<file path="src/rtl/sbw_pkg.sv">
// shared types and constants for the byte-lane masked write path
package sbw_pkg;

  // ---------------------------------------------------------------
  // lane layout
  // ---------------------------------------------------------------
  localparam int LANE_W    = 9;
  localparam int MAX_LANES = 4;
  localparam int MAX_W     = LANE_W * MAX_LANES;
  localparam int BURST_LEN = 4;

  // ---------------------------------------------------------------
  // reset values
  // ---------------------------------------------------------------
  localparam logic [MAX_W-1:0] DATA_RST = 36'h0_0000_0000;

  // ---------------------------------------------------------------
  // burst phases: each beat waits for its own input clock edge
  // ---------------------------------------------------------------
  typedef enum logic [2:0] {
    SBW_IDLE  = 3'b000,
    SBW_BEAT0 = 3'b001,
    SBW_BEAT1 = 3'b010,
    SBW_BEAT2 = 3'b011,
    SBW_BEAT3 = 3'b100
  } sbw_phase_t;

  // one data beat as driven by the controller
  typedef struct packed {
    logic [MAX_LANES-1:0] lane_sel_n;
    logic [MAX_W-1:0]     data;
  } sbw_beat_t;

endpackage : sbw_pkg

</file>
<file path="src/rtl/sbw_lane_array.sv">
// flip-flop storage array with one write enable per 9-bit lane
`timescale 1ns/1ps
`default_nettype none

module sbw_lane_array
  import sbw_pkg::*;
#(
  parameter int LANES  = 2,
  parameter int ADDR_W = 4
) (
  input  wire logic                      clock,
  input  wire logic                      rst_n,
  input  wire logic [LANES-1:0]          lane_we,
  input  wire logic [ADDR_W-1:0]         wr_addr,
  input  wire logic [LANES*LANE_W-1:0]   wr_data,
  input  wire logic [ADDR_W-1:0]         rd_addr,
  output logic      [LANES*LANE_W-1:0]   rd_data
);

  localparam int DEPTH = 1 << ADDR_W;
  localparam int W     = LANES * LANE_W;

  logic [W-1:0] mem_r   [DEPTH];
  logic [W-1:0] mem_nxt [DEPTH];
  logic [W-1:0] rd_data_nxt;

  // ---------------------------------------------------------------
  // lane-gated update
  // ---------------------------------------------------------------
  always_comb begin
    for (int e = 0; e < DEPTH; e++) begin
      mem_nxt[e] = mem_r[e];
    end
    // lane-wise enable
    // lanes not enabled keep their stored bits untouched
    for (int l = 0; l < LANES; l++) begin
      if (lane_we[l]) begin
        mem_nxt[wr_addr][l*LANE_W +: LANE_W] = wr_data[l*LANE_W +: LANE_W];
      end
    end
    rd_data_nxt = mem_r[rd_addr];
  end

  always_ff @(posedge clock) begin
    if (!rst_n) begin
      for (int e = 0; e < DEPTH; e++) begin
        mem_r[e] <= DATA_RST[W-1:0];
      end
      rd_data <= DATA_RST[W-1:0];
    end else begin
      for (int e = 0; e < DEPTH; e++) begin
        mem_r[e] <= mem_nxt[e];
      end
      rd_data <= rd_data_nxt;
    end
  end

endmodule : sbw_lane_array

`default_nettype wire

</file>
<file path="src/rtl/sbw_write_path.sv">
// burst write data path with per-beat byte-lane write masking
`timescale 1ns/1ps
`default_nettype none

module sbw_write_path
  import sbw_pkg::*;
#(
  parameter int LANES  = 2,
  parameter int ADDR_W = 4
) (
  input  wire logic                      clock,
  input  wire logic                      rst_n,
  input  wire logic                      k_rise_en,
  input  wire logic                      kb_rise_en,
  input  wire logic                      wr_sel_n,
  input  wire logic [ADDR_W-1:0]         wr_addr,
  input  wire sbw_beat_t                 beat_in,
  input  wire logic [ADDR_W-1:0]         rd_addr,
  output logic      [LANES*LANE_W-1:0]   rd_data,
  output logic                           burst_busy
);

  localparam int W = LANES * LANE_W;

  // ---------------------------------------------------------------
  // burst sequencing state
  // ---------------------------------------------------------------
  sbw_phase_t        phase_r,    phase_nxt;
  logic [ADDR_W-1:0] base_r,     base_nxt;
  logic [ADDR_W-1:0] pend_r,     pend_nxt;
  logic              pend_v_r,   pend_v_nxt;

  logic              k_edge;
  logic              kb_edge;
  logic              beat_edge;
  logic [1:0]        beat_idx;
  logic [ADDR_W-1:0] beat_addr;
  logic [LANES-1:0]  lane_we;

  // K and K# never rise together; a cycle that flags both is taken as
  // no edge at all, so a glitch on the pulse pair cannot skip a beat
  assign k_edge  = k_rise_en & ~kb_rise_en;
  assign kb_edge = kb_rise_en & ~k_rise_en;

  always_comb begin
    phase_nxt = phase_r;
    base_nxt  = base_r;
    // address then four beats
    // data follows on K(t+1), K#(t+1), K(t+2), K#(t+2)
    unique case (phase_r)
      SBW_IDLE: begin
        if (k_edge && !wr_sel_n) begin
          base_nxt  = wr_addr;
          phase_nxt = SBW_BEAT0;
        end
      end
      // a write request on the K edge right after the one that
      // started this burst is ignored
      SBW_BEAT0: begin
        if (k_edge) begin
          phase_nxt = SBW_BEAT1;
        end
      end
      SBW_BEAT1: begin
        if (kb_edge) begin
          phase_nxt = SBW_BEAT2;
        end
      end
      SBW_BEAT2: begin
        if (k_edge) begin
          phase_nxt = SBW_BEAT3;
        end
      end
      SBW_BEAT3: begin
        if (kb_edge) begin
          if (pend_v_r) begin
            base_nxt  = pend_r;
            phase_nxt = SBW_BEAT0;
          end else begin
            phase_nxt = SBW_IDLE;
          end
        end
      end
      default: begin
        phase_nxt = SBW_IDLE;
      end
    endcase
  end

  always_ff @(posedge clock) begin
    if (!rst_n) begin
      phase_r <= SBW_IDLE;
      base_r  <= '0;
    end else begin
      phase_r <= phase_nxt;
      base_r  <= base_nxt;
    end
  end

  // ---------------------------------------------------------------
  // follow-on request queue
  // ---------------------------------------------------------------
  always_comb begin
    pend_nxt   = pend_r;
    pend_v_nxt = pend_v_r;
    unique case (phase_r)
      // request at third beat
      // taken on the K edge of beat 2, it starts only after beat 3,
      // so two bursts never share one edge
      SBW_BEAT2: begin
        if (k_edge && !wr_sel_n) begin
          pend_nxt   = wr_addr;
          pend_v_nxt = 1'b1;
        end
      end
      SBW_BEAT3: begin
        if (kb_edge) begin
          pend_v_nxt = 1'b0;
        end
      end
      SBW_IDLE, SBW_BEAT0, SBW_BEAT1: begin
        pend_v_nxt = pend_v_r;
      end
      default: begin
        pend_v_nxt = 1'b0;
      end
    endcase
  end

  always_ff @(posedge clock) begin
    if (!rst_n) begin
      pend_r   <= '0;
      pend_v_r <= 1'b0;
    end else begin
      pend_r   <= pend_nxt;
      pend_v_r <= pend_v_nxt;
    end
  end

  // ---------------------------------------------------------------
  // beat qualification and lane enables
  // ---------------------------------------------------------------
  always_comb begin
    beat_edge = 1'b0;
    beat_idx  = 2'h0;
    unique case (phase_r)
      SBW_BEAT0: begin
        beat_edge = k_edge;
        beat_idx  = 2'h0;
      end
      SBW_BEAT1: begin
        beat_edge = kb_edge;
        beat_idx  = 2'h1;
      end
      SBW_BEAT2: begin
        beat_edge = k_edge;
        beat_idx  = 2'h2;
      end
      SBW_BEAT3: begin
        beat_edge = kb_edge;
        beat_idx  = 2'h3;
      end
      default: begin
        beat_edge = 1'b0;
        beat_idx  = 2'h0;
      end
    endcase
    // burst addresses run A, A+1, A+2, A+3 with wrap at the top
    beat_addr = base_r + ADDR_W'(beat_idx);
  end

  // per lane: ..all reduce to one active-high enable per lane
  genvar l;
  generate
    for (l = 0; l < LANES; l++) begin : g_lane
      assign lane_we[l] = beat_edge & ~beat_in.lane_sel_n[l];
    end
  endgenerate

  // ---------------------------------------------------------------
  // storage
  // ---------------------------------------------------------------
  // lane-wise array write
  sbw_lane_array #(
    .LANES  (LANES),
    .ADDR_W (ADDR_W)
  ) u_array (
    .clock   (clock),
    .rst_n   (rst_n),
    .lane_we (lane_we),
    .wr_addr (beat_addr),
    .wr_data (beat_in.data[W-1:0]),
    .rd_addr (rd_addr),
    .rd_data (rd_data)
  );

  assign burst_busy = (phase_r != SBW_IDLE);

endmodule : sbw_write_path

`default_nettype wire

</file>
<file path="config.mk">
export PLATFORM = sky130hd
export DESIGN_NAME = sbw_write_path
export DESIGN_NICKNAME = d
export VERILOG_FILES = /design/src/rtl/sbw_pkg.sv /design/src/rtl/sbw_lane_array.sv /design/src/rtl/sbw_write_path.sv
export SDC_FILE = /design/constraint.sdc
export NUM_CORES = 1
export LEC_CHECK = 0
export BUFFER_PORTS_ARGS = -buffer_cell sky130_fd_sc_hd__buf_2
export CAP_MARGIN = 20
export CORE_MARGIN = 2
export CORE_UTILIZATION = 45
export DETAILED_ROUTE_END_ITERATION = 6
export GPL_TIMING_DRIVEN = 0
export PLACE_DENSITY = 0.61
export SYNTH_ARGS = -nofsm -noshare
export SYNTH_HDL_FRONTEND = slang
export SYNTH_SLANG_ARGS = --single-unit
</file>
<file path="constraint.sdc">
create_clock -name clock -period 3.6 [get_ports clock]
set_input_delay 0.18 -clock clock [delete_from_list [all_inputs] [get_ports clock]]
set_output_delay 0.18 -clock clock [all_outputs]
set_load 0.02 [all_outputs]
</file>
==> run metrics <==
Total Routing Usage GR about a quarter; Net Switching 1.88 mW; CP Capture Type register; WL/cell about 21 um; commonest non-fill, non-tap cell in the layout nand2_1; Overflow after GRT 0; max-slew violations 0; crit-path cells clkbuf_1 > xnor2_1 > nor2_1 > ha_1 > inv_1 > fa_1 > buf_2 > nand2_1 > nor3_2 > buf_4 > mux2i_1; FF+latch count, synth 318; Seq/Total Area, Yosys 44.7%; Logic pwr share under 10%; clock buffer depth 3; Routed WL 40.6 mm; layout cells sized above 1 16.5%; Max IR drop VDD 0.000337 V; P per Cell Area 486 nW/um2; Main synth FF type dfxtp_1; maximum clock frequency 0.292 GHz; die area 33100 um2; clk sinks 318; critical path class reg2reg; DP Area between 10000 and 15000 um2; Max-Slew Margin vs Limit 30.6%; endpoints failing hold 0; min Tclk post-route approximately 3.4 ns; TritonCTS buffer count 36; Lkg Pwr between 6 and 7 nW; cell area after synthesis around 14000 um2; Net Sw Frac 23.7%; Detailed Route Iter0 Violations 775; number of global-route vias before repair 10800; TritonCTS clock tree done; reg2reg setup slack 0.17 ns; vias after detailed routing 10500; post-synthesis cell type count 50; IO buf count 50; drt first pass iters 6; EDFF count, synth 0; worst-path maximum fanout 10; Slew @ Worst Pin around 1.0 ns; initial antenna violation count 0; CTS clk-pin slew, worst paths approximately 0.060 ns; Worst path max stage delay 0.72 ns; syn nets approximately 1400; RSZ-0062 raised after global routing true; fin crit share between 90% and 100%; number of routed nets with antenna violations 0; DP Wirelength 28.5 mm; Avg Inst Size Synth 10.3 um2; met2 usage 41.3%; M3 GR Usage 2.91%; CP arrival a little under 4 ns; Warnings, synthesis 0; root buffer cell clkbuf_16; final setup fails 0; Die Ht 182 um; die width 182 um; worst hold path type in2reg; Syn Inst Count 1379; Worst-Skew Late Latency 0.52 ns; initial core utilization 45.4%; row cnt 65; Vias/cell 5.54; Max Cap Viol 0; Post-Synth XOR/XNOR Area 0.0615%; Synth Area in Simple Gates approximately 14%; nets 1527; H-tree levels 2; Compound-Gate Fraction of Synth Area 5.07%; dpl cells 1831; largest net degree at the start of global routing 14; Worst Setup Start Kind register; async set-or-reset flop fraction in the synthesized netlist 0%; status completed; Inserted Diodes 0; post-synthesis share of cell area spent on full adders, half adders and majority gates 0.316%; Sequential Power Share 44.8%; first-pass GRT wire length 62.7 mm; # DRC 0; Clock Skew around 0.017 ns; fin cells 1898; gr busiest metal met2; met1 Use GR 33.4%; # IOs 72; crit path max-delay cell type fa_1; Finished Cell Area 16300 um2; most frequent cells in the layout nand2_1, mux2i_1, dfxtp_1; P&R area growth vs syn 14.4%; mux cell area share after synthesis 31.9%; clock power share 48.4%; Placeable Area 31400 um2; Cell Int Power 6.04 mW; CP required 4.04 ns; RePlAce Congestion 0.823; combinational family with the most area after synthesis multiplexers
[cell usage after synthesis (2+ instances only)]
cell type | count | area (um2)
buf_6 | 5 | 56.3
nand2b_1 | 3 | 18.8
a21oi_1 | 9 | 45.0
nor2b_1 | 32 | 200
nand3_1 | 16 | 80.1
nor2_1 | 9 | 33.8
o22a_4 | 2 | 35.0
buf_4 | 13 | 97.6
nor3_2 | 12 | 120
buf_1 | 3 | 11.3
nand2_1 | 349 | 1310
o211a_1 | 5 | 50.1
nor4_4 | 4 | 85.1
mux2_2 | 17 | 191
dfxtp_1 | 318 | 6370
or2_2 | 2 | 12.5
o22ai_1 | 2 | 12.5
a22oi_1 | 9 | 67.6
o22ai_2 | 3 | 37.5
o22a_1 | 2 | 17.5
o211ai_1 | 16 | 120
ha_1 | 2 | 25.0
nand4_1 | 4 | 25.0
clkbuf_1 | 66 | 248
o21ai_0 | 21 | 105
a211oi_1 | 19 | 143
inv_1 | 5 | 18.8
buf_2 | 32 | 160
mux4_2 | 45 | 1010
mux2i_1 | 334 | 3340
[power groups by stage]
stage | Clock, mW | Sequential (mW) | Combinational (mW)
after floorplan | 0 | 3.63 | 0.316
after global placement | 0 | 3.63 | 0.523
after detailed placement | 0 | 3.63 | 0.526
after CTS | 3.88 | 3.55 | 0.532
after global routing | 4.02 | 3.55 | 0.568
final | 3.83 | 3.55 | 0.537
[final cells by class]
class	instances	area, um2
Tap cell	402	503
Clock buffer	52	1070
Clock inverter	11	166
Fill cell	2888	15100
Buffer	119	573
Sequential cell	318	6370
Timing Repair Buffer	54	290
Multi-Input combinational cell	937	7300
Inverter	5	18.8
[stage by stage]
step | setup TNS, ns | utilization, % | setup WS, ns | total power, mW | hold WS, ns
after global placement | 0 | 47.8 | 0.0750 | 4.15 | 0.439
after global routing | 0 | 51.9 | 0.00109 | 8.14 | 0.0446
after detailed placement | -0.156 | 47.8 | -0.0249 | 4.15 | 0.445
after floorplan | 0 | - | 0.839 | 3.95 | 0.349
final | 0 | 51.9 | 0.171 | 7.92 | 0.0405
after CTS | 0 | 51.9 | 0.230 | 7.97 | 0.0245
[critical path: cells and delay by family (launching register included)]
kind / cells / cell delay [ns]
buffers and inverters: 4 / 1.09
adders and majority gates: 2 / 0.93
and+or+nand+nor: 3 / 0.58
DFF: 1 / 0.39
muxes: 1 / 0.22
xor gates and xnor gates: 1 / 0.12
[state kept, by name, summed over array words and instances, names as in the netlist]
register / flops
u_array.mem_r: 288
u_array.rd_data: 18
base_r: 4
pend_r: 4
phase_r: 3
pend_v_r: 1
[layer usage]
layer / vias up / share of wire, %
met1: 5171 / 46
met4: 0 / 3.3
met5: - / 0
li1: 4973 / -
met3: 73 / 4.7
met2: 289 / 46
[final timing paths]
check	end	start	cells after the start
min	pend_v_r	wr_sel_n	3
min reg2reg	u_array.mem_r[4][16]	u_array.mem_r[4][16]	2
max reg2reg	u_array.mem_r[9][9]	phase_r[2]	11
max	u_array.mem_r[9][9]	phase_r[2]	11
[logic make-up (layout without fill, tap and decap cells)]
logic type	Yosys count	after routing
AOI/OAI and AO/OA	98	98
adders and majority gates	3	3
buffers and inverters	124	241
muxes	396	396
DFF	318	318
and+or+nand+nor	439	439
xor gates and xnor gates	1	1
[timing repair]
action | in CTS | in global routing
setup buffers | 0 | 0
gates resized for setup | 1 | 1
hold buffers | 4 | 0
setup endpoints to repair | 9 | 2
hold endpoints to repair | 4 | 0
(Power assumes the default switching activity.)
